===== src/emw_pkg.sv =====
// Constants and types for the external memory write/select pin block
package emw_pkg;
  localparam int DATA_W = 16;
  localparam int ADDR_W = 24;
  localparam int PUR_PIN8_BIT = 8;
  localparam int PUR_PIN9_BIT = 9;
  localparam int SETUP_CYC = 1;
  localparam int STROBE_CYC = 2;
  localparam int HOLD_CYC = 1;
  localparam logic [1:0] CNT_ONE = 2'h1;
  localparam logic IDLE_DRIVE_RST = 1'h0;
  localparam logic [15:0] DATA_RST = 16'h0000;

  typedef enum logic [1:0] {
    EMW_IDLE = 2'b00,
    EMW_SETUP = 2'b01,
    EMW_STROBE = 2'b10,
    EMW_HOLD = 2'b11
  } emw_state_e;
endpackage


===== src/emw_sel_pin.sv =====
// One select pin with chip-select or general-purpose port D use
module emw_sel_pin (
  input wire logic gpio_mode_in, // Pin used as port D GPIO
  input wire logic gpio_dir_out_in, // GPIO direction, 1 = output
  input wire logic gpio_val_in, // GPIO output value
  input wire logic pullup_bit_in, // Port D pull-up bit, 1 = enabled
  input wire logic sel_active_in, // Select asserted this cycle
  input wire logic bus_on_in, // Bus pins driven this cycle
  output logic pin_o_out, // Pin output level
  output logic pin_oe_out, // Pin output enable
  output logic pin_pu_out // Pin pull-up enable
);
  always_comb begin
    if (gpio_mode_in) begin
      pin_o_out = gpio_val_in;
      pin_oe_out = gpio_dir_out_in;
      pin_pu_out = pullup_bit_in;
    end else begin
      pin_o_out = ~sel_active_in;
      pin_oe_out = bus_on_in;
      pin_pu_out = 1'b1;
    end
  end
endmodule // emw_sel_pin


===== src/emw_ext_mem.sv =====
// External memory interface strobes, selects, address and data pins
module emw_ext_mem (
  input wire logic clk_in, // 10 MHz clock
  input wire logic nrst_in, // Async reset, active low
  input wire logic req_in, // Access request pulse
  input wire logic req_write_in, // 1 = write, 0 = read
  input wire logic req_prog_in, // 1 = program space, 0 = data space
  input wire logic [23:0] req_addr_in, // Access address
  input wire logic [15:0] req_wdata_in, // Write data
  output logic busy_out, // Access in progress
  output logic done_out, // Access finished pulse
  output logic [15:0] rdata_out, // Latched read data
  input wire logic idle_drive_bit_in, // Bus control idle drive bit
  input wire logic pullup_disable_ctrl_in, // Pad control bit, 1 = strobe pull-ups off
  input wire logic [15:0] port_d_pullup_reg_in, // Port D pull-up register
  input wire logic pin_eight_gpio_in, // Program select pin as port D pin eight
  input wire logic pin_nine_gpio_in, // Data select pin as port D pin nine
  input wire logic [1:0] gpio_dir_in, // Pins nine/eight direction, 1 = output
  input wire logic [1:0] gpio_val_in, // Pins nine/eight output value
  output logic [1:0] gpio_pin_in_out, // Pins nine/eight synchronised input
  output logic wr_n_o_out, // Write strobe level
  output logic wr_n_oe_out, // Write strobe enable
  output logic wr_n_pu_out, // Write strobe pull-up
  output logic rd_n_o_out, // Read strobe level
  output logic rd_n_oe_out, // Read strobe enable
  output logic rd_n_pu_out, // Read strobe pull-up
  output logic program_mem_select_n_o_out, // Program select level
  output logic program_mem_select_n_oe_out, // Program select enable
  output logic program_mem_select_n_pu_out, // Program select pull-up
  input wire logic program_mem_select_n_i_in, // Program select pin input
  output logic data_mem_select_n_o_out, // Data select level
  output logic data_mem_select_n_oe_out, // Data select enable
  output logic data_mem_select_n_pu_out, // Data select pull-up
  input wire logic data_mem_select_n_i_in, // Data select pin input
  output logic [23:0] addr_o_out, // Address bus
  output logic addr_oe_out, // Address bus enable
  output logic [15:0] data_o_out, // Data bus out
  output logic data_oe_out, // Data bus enable
  input wire logic [15:0] data_i_in // Data bus pin input
);
  emw_pkg::emw_state_e state_ff;
  emw_pkg::emw_state_e nxt_state;
  logic [1:0] cnt_ff;
  logic [1:0] nxt_cnt;
  logic wr_ff;
  logic nxt_wr;
  logic prog_ff;
  logic nxt_prog;
  logic [23:0] addr_ff;
  logic [23:0] nxt_addr;
  logic [15:0] wdata_ff;
  logic [15:0] nxt_wdata;
  logic [15:0] rdata_ff;
  logic [15:0] nxt_rdata;
  logic done_ff;
  logic nxt_done;
  logic in_rst_ff;
  logic nxt_in_rst;
  logic [15:0] din_s1_ff;
  logic [15:0] nxt_din_s1;
  logic [15:0] din_s2_ff;
  logic [15:0] nxt_din_s2;
  logic [1:0] gp_s1_ff;
  logic [1:0] nxt_gp_s1;
  logic [1:0] gp_s2_ff;
  logic [1:0] nxt_gp_s2;
  logic active;
  logic strobe;
  logic bus_on;
  logic prog_sel;
  logic data_sel;

  // Last cycle of a phase; shared by setup, strobe and hold
  function automatic logic cnt_last(input logic [1:0] cnt);
    return cnt == emw_pkg::CNT_ONE;
  endfunction

  // Pin inputs pass two flops before use; only the second stage feeds logic
  always_comb begin
    nxt_din_s1 = data_i_in;
    nxt_din_s2 = din_s1_ff;
    nxt_gp_s1 = {data_mem_select_n_i_in, program_mem_select_n_i_in};
    nxt_gp_s2 = gp_s1_ff;
    nxt_in_rst = 1'b0;
  end

  always_ff @(posedge clk_in or negedge nrst_in) begin
    if (!nrst_in) begin
      din_s1_ff <= emw_pkg::DATA_RST;
      din_s2_ff <= emw_pkg::DATA_RST;
      gp_s1_ff <= 2'h0;
      gp_s2_ff <= 2'h0;
      in_rst_ff <= 1'b1;
    end else begin
      din_s1_ff <= nxt_din_s1;
      din_s2_ff <= nxt_din_s2;
      gp_s1_ff <= nxt_gp_s1;
      gp_s2_ff <= nxt_gp_s2;
      in_rst_ff <= nxt_in_rst;
    end
  end

  always_comb begin
    nxt_state = state_ff;
    nxt_cnt = cnt_ff;
    nxt_wr = wr_ff;
    nxt_prog = prog_ff;
    nxt_addr = addr_ff;
    nxt_wdata = wdata_ff;
    nxt_rdata = rdata_ff;
    nxt_done = 1'b0;
    unique case (state_ff)
      emw_pkg::EMW_IDLE: begin
        if (req_in) begin
          nxt_wr = req_write_in;
          nxt_prog = req_prog_in;
          nxt_addr = req_addr_in;
          nxt_wdata = req_wdata_in;
          nxt_cnt = 2'(emw_pkg::SETUP_CYC);
          nxt_state = emw_pkg::EMW_SETUP;
        end
      end
      emw_pkg::EMW_SETUP: begin
        if (cnt_last(cnt_ff)) begin
          nxt_cnt = 2'(emw_pkg::STROBE_CYC);
          nxt_state = emw_pkg::EMW_STROBE;
        end else begin
          nxt_cnt = cnt_ff - 2'h1;
        end
      end
      emw_pkg::EMW_STROBE: begin
        if (cnt_last(cnt_ff)) begin
          nxt_cnt = 2'(emw_pkg::HOLD_CYC);
          nxt_state = emw_pkg::EMW_HOLD;
        end else begin
          nxt_cnt = cnt_ff - 2'h1;
        end
      end
      emw_pkg::EMW_HOLD: begin
        if (cnt_last(cnt_ff)) begin
          // Two-flop delay: the second stage now shows the pins as seen under
          // the strobe; relies on a one-cycle hold, a longer one would need a tap
          if (!wr_ff) begin
            nxt_rdata = din_s2_ff;
          end
          nxt_done = 1'b1;
          nxt_state = emw_pkg::EMW_IDLE;
        end else begin
          nxt_cnt = cnt_ff - 2'h1;
        end
      end
    endcase
  end

  always_ff @(posedge clk_in or negedge nrst_in) begin
    if (!nrst_in) begin
      state_ff <= emw_pkg::EMW_IDLE;
      cnt_ff <= 2'h0;
      wr_ff <= 1'b0;
      prog_ff <= 1'b0;
      addr_ff <= 24'h000000;
      wdata_ff <= emw_pkg::DATA_RST;
      rdata_ff <= emw_pkg::DATA_RST;
      done_ff <= 1'b0;
    end else begin
      state_ff <= nxt_state;
      cnt_ff <= nxt_cnt;
      wr_ff <= nxt_wr;
      prog_ff <= nxt_prog;
      addr_ff <= nxt_addr;
      wdata_ff <= nxt_wdata;
      rdata_ff <= nxt_rdata;
      done_ff <= nxt_done;
    end
  end

  assign active = (state_ff != emw_pkg::EMW_IDLE);
  assign strobe = (state_ff == emw_pkg::EMW_STROBE);
  // Idle drive bit chooses driven (strobes and selects high) or released pins when idle; reset releases all but GPIO-mode select pins
  assign bus_on = !in_rst_ff && (active || idle_drive_bit_in);

  assign busy_out = active;
  assign done_out = done_ff;
  assign rdata_out = rdata_ff;
  assign gpio_pin_in_out = gp_s2_ff;

  assign wr_n_o_out = ~(strobe && wr_ff);
  assign wr_n_oe_out = bus_on;
  assign wr_n_pu_out = ~pullup_disable_ctrl_in;
  assign rd_n_o_out = ~(strobe && !wr_ff);
  assign rd_n_oe_out = bus_on;
  assign rd_n_pu_out = ~pullup_disable_ctrl_in;
  // Address and selects stay valid across setup, strobe and hold
  assign addr_o_out = addr_ff;
  assign addr_oe_out = bus_on;
  assign data_o_out = wdata_ff;
  // Data driven through hold so it is valid at the strobe's rising edge
  assign data_oe_out = active && wr_ff && (state_ff != emw_pkg::EMW_SETUP);
  // Each select follows its space for the whole access, setup to hold
  assign prog_sel = active && prog_ff;
  assign data_sel = active && !prog_ff;

  emw_sel_pin u_prog_sel (
    .gpio_mode_in(pin_eight_gpio_in),
    .gpio_dir_out_in(gpio_dir_in[0]),
    .gpio_val_in(gpio_val_in[0]),
    .pullup_bit_in(port_d_pullup_reg_in[emw_pkg::PUR_PIN8_BIT]),
    .sel_active_in(prog_sel),
    .bus_on_in(bus_on),
    .pin_o_out(program_mem_select_n_o_out),
    .pin_oe_out(program_mem_select_n_oe_out),
    .pin_pu_out(program_mem_select_n_pu_out)
  );

  emw_sel_pin u_data_sel (
    .gpio_mode_in(pin_nine_gpio_in),
    .gpio_dir_out_in(gpio_dir_in[1]),
    .gpio_val_in(gpio_val_in[1]),
    .pullup_bit_in(port_d_pullup_reg_in[emw_pkg::PUR_PIN9_BIT]),
    .sel_active_in(data_sel),
    .bus_on_in(bus_on),
    .pin_o_out(data_mem_select_n_o_out),
    .pin_oe_out(data_mem_select_n_oe_out),
    .pin_pu_out(data_mem_select_n_pu_out)
  );
endmodule // emw_ext_mem


===== config.mk =====
export PLATFORM = sky130hd
export DESIGN_NAME = emw_ext_mem
export DESIGN_NICKNAME = d
export VERILOG_FILES = /design/src/emw_pkg.sv /design/src/emw_sel_pin.sv /design/src/emw_ext_mem.sv
export SDC_FILE = /design/constraint.sdc
export NUM_CORES = 1
export LEC_CHECK = 0
export BUFFER_PORTS_ARGS = -buffer_cell sky130_fd_sc_hd__buf_2
export CORE_MARGIN = 2
export CORE_UTILIZATION = 47
export DETAILED_ROUTE_END_ITERATION = 10
export GPL_TIMING_DRIVEN = 0
export PLACE_DENSITY = 0.8
export SYNTH_ARGS = -nofsm -noshare
export SYNTH_HDL_FRONTEND = slang
export SYNTH_SLANG_ARGS = --single-unit

===== constraint.sdc =====
create_clock -name clk_in -period 2.4 [get_ports clk_in]
set_clock_uncertainty 0.1 [all_clocks]
set_input_delay 0.24 -clock clk_in [delete_from_list [all_inputs] [get_ports clk_in]]
set_output_delay 0.24 -clock clk_in [all_outputs]
set_load 0.01 [all_outputs]

# --- Word level (Yosys, flattened, before mapping) ---
# Index checks and enable logic that the tools add are counted.
# Widths: inputs -> output; s select.
word_totals:
  regBits: 100
  input_bits: 87
  out_inout_bits: 74
  wordCells: 64
op_classes:
  addsub: 1
  n_eq_ne: 10
  mux: 17
  bitwise_logic: 6
  reduce_logical: 17
op_table:
  columns: ["operator", "count"]
  rows:
  - ["$pmux 2 s4", 2]
  - ["$mux 2", 7]
  - ["$mux 1", 8]
  - ["$ne 2x2->1 const B", 4]
  - ["$logic_and 1x1->1", 7]
  - ["$not 1->1", 6]
  - ["$eq 2x1->1 const B", 2]
  - ["$eq 2x2->1 const B", 2]
  - ["$ne 2x1->1 const B", 2]
  - ["$reduce_and 2->1", 2]
  - ["$reduce_and 4->1", 1]
  - ["$logic_not 1->1", 3]
  - ["$reduce_and 3->1", 1]
  - ["$logic_not 2->1", 1]
  - ["$reduce_bool 2->1", 1]
  - ["$sub 2x1->2 const B", 1]
  - ["$logic_or 1x1->1", 1]

# --- Depth between registers and ports, before layout ---
logic_depth:
  word_depth: 4
  ltp_mapped: 7

# --- Modules after synthesis ---
# A second synthesis with hierarchy kept.
unflattened:
  hier_cells: 220
  area_unflattened_um2: 3641.0
by_module_without_submodules:
  columns: ["mod", "n_inst", "cells_each", "area_each_um2", "seq_area_each_um2"]
  rows:
  - ["emw_ext_mem", 1, 212, 3580.9, 2503.7]
  - ["emw_sel_pin", 2, 4, 30.0, 0.0]

# --- Least setup slack after synthesis ---
# Ideal clock, no wire load.
synth_timing:
  path_kind: "register -> register"
  startpoint: "register state_ff[0]"
  endpoint: "register addr_ff[0] (netlist: addr_o_out[0])"
  setup_ps: 125
  t_arrival_ps: 1498
  required_time_ps: 2175
  setup_slack_ps: 677
  stages_incl_launch_ff: 7
  n_path_buf: 2
  period_less_slack_ps: 1723
  path_cell_list: "dfrtp_1 -> inv_1 -> ha_1 -> clkbuf_2 -> nand2_1 -> buf_2 -> mux2_2"
synth_via:
  elab_chain_cells: 2
synth_lines:
  columns: ["item", "line_no", "text"]
  rows:
  - ["start, declared", "emw_ext_mem.sv:41", "emw_pkg::emw_state_e state_ff;"]
  - ["start signal, assigned", "emw_ext_mem.sv:157", "state_ff <= emw_pkg::EMW_IDLE;"]
  - ["start signal, assigned", "emw_ext_mem.sv:166", "state_ff <= nxt_state;"]
  - ["$logic_not 2->1", "emw_ext_mem.sv:112", "unique case (state_ff)"]
  - ["$reduce_and 2->1 (no source line)", null, null]
  - ["end signal, assigned", "emw_ext_mem.sv:170", "addr_ff <= nxt_addr;"]
  - ["end, declared", "emw_ext_mem.sv:49", "logic [23:0] addr_ff;"]
# No other way between the ends.
# A chain may end at the register's enable or synchronous reset.

# --- Final worst setup path ---
layout_timing:
  startpoint: "register state_ff[0]"
  endpoint: "output port rd_n_oe_out"
layout_via:
  elab_chain_cells: 3
layout_lines:
  columns: ["item", "line_no", "text"]
  rows:
  - ["$reduce_bool 2->1", "emw_ext_mem.sv:177", "assign active = (state_ff != emw_pkg::EMW_IDLE);"]
  - ["$logic_or 1x1->1", "emw_ext_mem.sv:180", "assign bus_on = !in_rst_ff && (active || idle_drive_bit_in);"]
  - ["$logic_and 1x1->1", "emw_ext_mem.sv:180", null]
  - ["end, declared", "emw_ext_mem.sv:25", "output logic rd_n_oe_out,"]
# No other way between the ends.

==> metrics.txt <==
# TYPE chip_impl_metric gauge
chip_impl_metric{name="grt_pass1_vias",unit=""} 2519
chip_impl_metric{name="critPathMaxFanout",unit=""} 7
chip_impl_info{name="regToRegStartpoint",value="state_ff[0]"} 1
chip_impl_info{name="cts_tree",value="done"} 1
chip_impl_metric{name="boundary_pins",unit=""} 161
chip_impl_metric{name="via_count",unit=""} 2410
chip_impl_metric{name="postSynthNetCount",unit=""} 321
chip_impl_metric{name="synth.mux.area_fraction",unit=""} 0.196
chip_impl_info{name="startpoint_type",value="flop"} 1
chip_impl_info{name="run_status",value="completed"} 1
chip_impl_metric{name="antenna_violations_before_repair",unit=""} 0
chip_impl_metric{name="intPower",unit="µW"} 3880
chip_impl_metric{name="synth_seq_cells",unit=""} 100
chip_impl_metric{name="clock_tree.buffer_depth",unit=""} 2
chip_impl_metric{name="detailedRoute.firstIterationViolations",unit=""} 26
chip_impl_metric{name="total_clock_sinks",unit=""} 100
chip_impl_metric{name="clk_latency",unit="ps"} 350
chip_impl_info{name="final_common_cell",value="sky130_fd_sc_hd__buf_2"} 1
chip_impl_metric{name="cpPeakStageDelay",unit="ps"} 430
chip_impl_metric{name="power.share.clock",unit=""} 0.173
chip_impl_info{name="reg2reg_to",value="data_o_out[1]"} 1
chip_impl_metric{name="synth.distinct_cells",unit=""} 26
chip_impl_metric{name="core-area",unit="µm²"} 7610
chip_impl_metric{name="antenna_cells",unit=""} 0
chip_impl_metric{name="dp.cells",unit=""} 473
chip_impl_metric{name="power_density",unit="nW/µm²"} 1150
chip_impl_metric{name="area_growth",unit="%"} 39.5
chip_impl_metric{name="antenna_violating_nets_post_route",unit=""} 0
chip_impl_metric{name="cts_post_setup_buffers_inserted",unit=""} 0
chip_impl_metric{name="peakVddDrop",unit="mV"} 0.681
chip_impl_metric{name="drive_above_1_share",unit=""} 0.556
chip_impl_info{name="ys_dominant_reg_cell",value="sky130_fd_sc_hd__dfrtp_1"} 1
chip_impl_metric{name="detail_route.wirelength",unit="mm"} 7.35
chip_impl_metric{name="grt_use_total",unit=""} 0.183
chip_impl_metric{name="dpl.hpwl",unit="mm"} 5.25
chip_impl_metric{name="gpl.final_weighted_congestion",unit=""} 0.691
chip_impl_metric{name="syn-mean-instance-area",unit="µm²"} 16.3
chip_impl_metric{name="fmax_achieved",unit="GHz"} 0.475
chip_impl_metric{name="period_share",unit=""} 0.877
chip_impl_metric{name="drt_pre_antenna_iters",unit=""} 4
chip_impl_metric{name="edff_count_synth",unit=""} 0
chip_impl_metric{name="postCtsResizedCells",unit=""} 0
chip_impl_metric{name="post_synthesis_cell_area",unit="µm²"} 3640
chip_impl_metric{name="drc_errors",unit=""} 0
chip_impl_metric{name="finalNetCount",unit=""} 515
chip_impl_info{name="worst_hold_path.endpoint",value="addr_o_out[16]"} 1
chip_impl_metric{name="synth-warning-count",unit=""} 0
chip_impl_metric{name="die-height",unit="µm"} 92.0
chip_impl_metric{name="fin_crit",unit="ps"} 2110
chip_impl_metric{name="layoutNonFillerInstCount",unit=""} 525
chip_impl_metric{name="post_synth_inst_count",unit=""} 224
chip_impl_metric{name="synth-compound-area-share",unit=""} 0.0220
chip_impl_metric{name="floorplan.initialDensity",unit=""} 0.479
chip_impl_metric{name="timing.final.hold_violations",unit=""} 0
chip_impl_info{name="cp_cell_sequence",value="inv_1 -> ha_1 -> clkbuf_2 -> a21o_1 -> inv_1 -> buf_4 -> buf_2"} 1
chip_impl_metric{name="reg2regPathDepth",unit=""} 6
chip_impl_info{name="combinational_family_with_the_most_area_after_synthesis",value="multiplexers"} 1
chip_impl_metric{name="first_pass_grt_wire_length",unit="mm"} 12.1
chip_impl_metric{name="post_synthesis_adder_cell_area_fraction",unit=""} 0.0344
chip_impl_metric{name="p_seq_frac",unit=""} 0.441
chip_impl_metric{name="sw_frac_of_total",unit=""} 0.333
chip_impl_metric{name="io_buffers",unit=""} 146
chip_impl_info{name="min_path_type",value="in2reg"} 1
chip_impl_info{name="cp-end-kind",value="output pin"} 1
chip_impl_metric{name="cap_viol_max_count",unit=""} 0
chip_impl_metric{name="power.share.combinational",unit=""} 0.386
chip_impl_info{name="worst-setup-path-type",value="reg2out"} 1
chip_impl_metric{name="seq_area_frac_synth",unit=""} 0.688
chip_impl_info{name="layout_common_cells",value="149 x sky130_fd_sc_hd__buf_2, 99 x sky130_fd_sc_hd__dfrtp_1, 49 x sky130_fd_sc_hd__mux2_2"} 1
chip_impl_metric{name="gr-total-overflow",unit=""} 0
chip_impl_info{name="critical-path-slowest-cell",value="sky130_fd_sc_hd__dfrtp_1"} 1
chip_impl_metric{name="die_area",unit="µm²"} 8470
chip_impl_metric{name="regToRegSetupSlack",unit="ps"} 320
chip_impl_metric{name="cts_htree_levels",unit=""} 3
chip_impl_metric{name="wire_per_inst",unit="µm"} 14.0
chip_impl_metric{name="switchingPower",unit="µW"} 1940
chip_impl_metric{name="vias_per_cell",unit=""} 4.59
chip_impl_metric{name="power.leakage",unit="µW"} 0.00256
chip_impl_metric{name="row_count",unit=""} 32
chip_impl_metric{name="hold-path-cell-count",unit=""} 2
chip_impl_metric{name="share_of_the_synthesized_netlist_area_taken_by_xor_and_xnor_gates",unit=""} 0
chip_impl_metric{name="required_arrival_time_at_the_worst_endpoint",unit="ps"} 2060
chip_impl_metric{name="final_area",unit="µm²"} 5080
chip_impl_metric{name="async_reset_ff_frac",unit=""} 1.00
chip_impl_metric{name="tritoncts.num_buffers",unit=""} 9
chip_impl_metric{name="cts.clk_slew.worst_paths",unit="ps"} 100
chip_impl_metric{name="timing_max_transition_violations_final",unit=""} 0
chip_impl_metric{name="synth-simple-area-share",unit=""} 0.0265
chip_impl_metric{name="placedInstanceArea",unit="µm²"} 4530
chip_impl_metric{name="final-setup-viol-count",unit=""} 0
chip_impl_info{name="setup_repair_after_global_routing_missed_its_margin",value="false"} 1
chip_impl_info{name="min_from",value="req_addr_in[16]"} 1
chip_impl_metric{name="setup_tns",unit="ps"} 0
chip_impl_metric{name="die_x",unit="µm"} 92.0
chip_impl_info{name="crit_path_frequent_cell",value="sky130_fd_sc_hd__inv_1"} 1
chip_impl_metric{name="grt_start_max_net_pins",unit=""} 72
chip_impl_metric{name="total_power",unit="µW"} 5820
chip_impl_info{name="ctsRootBufferMaster",value="sky130_fd_sc_hd__clkbuf_8"} 1
chip_impl_metric{name="critical_path_arrival",unit="ps"} 1770
synthesized netlist by cell type, drive strengths merged, types with 2 or more instances:
| library cell | count | area, µm² |
|---|---|---|
| nand2 | 6 | 25.0 |
| mux2 | 59 | 702 |
| nor2 | 2 | 7.51 |
| buf | 9 | 73.8 |
| a21oi | 5 | 25.0 |
| ha | 10 | 125 |
| nand2b | 5 | 31.3 |
| nor3b | 2 | 15.0 |
| inv | 11 | 41.3 |
| o21ai | 6 | 30.0 |
| dfrtp | 99 | 2480 |
per-stage QoR:
stage / util / hold WS (ps) / worst slack, ps
detailed placement: 0.595 / 97.7 / 306
floorplan: - / -156 / 677
global placement: 0.591 / 232 / 58.4
CTS: 0.657 / 0.949 / 260
global route: 0.668 / 0.167 / 138
finish: 0.668 / 15.4 / 295
power by group through the flow:
| stage | Combinational, µW | Clock [µW] | Sequential (µW) |
|---|---|---|---|
| 2_1_floorplan | 1100 | 0 | 2810 |
| 3_3_place_gp | 2130 | 0 | 2560 |
| 3_5_place_dp | 2220 | 0 | 2590 |
| 4_1_cts | 2260 | 1040 | 2570 |
| 5_1_grt | 2450 | 1130 | 2640 |
| 6_report | 2240 | 1010 | 2570 |
worst max-delay path, delay by kind of cell (launching register included):
kind	cells	cell delay, ps
flops	1	430
fa+ha+maj	1	160
buf+inv	5	660
compound gates	1	170
final cells by class:
type	instances	area, µm²
buffer	10	78.8
tap	102	128
timing repair buffer	183	1120
clock inverter	7	66.3
sequential	100	2500
multi-input combinational	103	1020
inverter	11	41.3
fill	578	2530
clock buffer	9	124
per-layer routing:
metal	vias to the layer above	routed length, µm	global-route usage
li1	1134	-	-
met1	1179	3010	0.227
met2	83	3730	0.306
met3	14	482	0.0592
met4	0	125	0.0597
met5	-	0	0
cells by family (layout without fill, tap and decap cells):
kind of cell | count (synthesis) | count (layout)
buf+inv | 21 | 220
mux | 60 | 60
flops | 100 | 100
simple gates | 18 | 18
fa+ha+maj | 10 | 10
compound gates | 14 | 14
other cells | 1 | 1
flip-flops by register name, summed over array words and instances (netlist names), 2 cells and up:
register / cells
addr_o_out: 24
data_o_out: 16
din_s1_ff: 16
din_s2_ff: 16
rdata_out: 16
cnt_ff: 2
gp_s1_ff: 2
gpio_pin_in_out: 2
state_ff: 2
worst max-delay path by stage:
stage | to | slack [ps] | startpoint
floorplan | addr_o_out[0] | 680 | state_ff[0]
global placement | addr_o_out[11] | 60 | nrst_in
detailed placement | data_o_out[1] | 310 | state_ff[0]
CTS | rd_n_oe_out | 260 | state_ff[0]
global route | rd_n_oe_out | 140 | state_ff[0]
finish | rd_n_oe_out | 290 | state_ff[0]
timing repair:
action                     CTS  global route
hold buffers                28             8
setup endpoints to repair    0             0
hold endpoints to repair    55             8
Note: power is estimated with default switching activity, not from simulation.
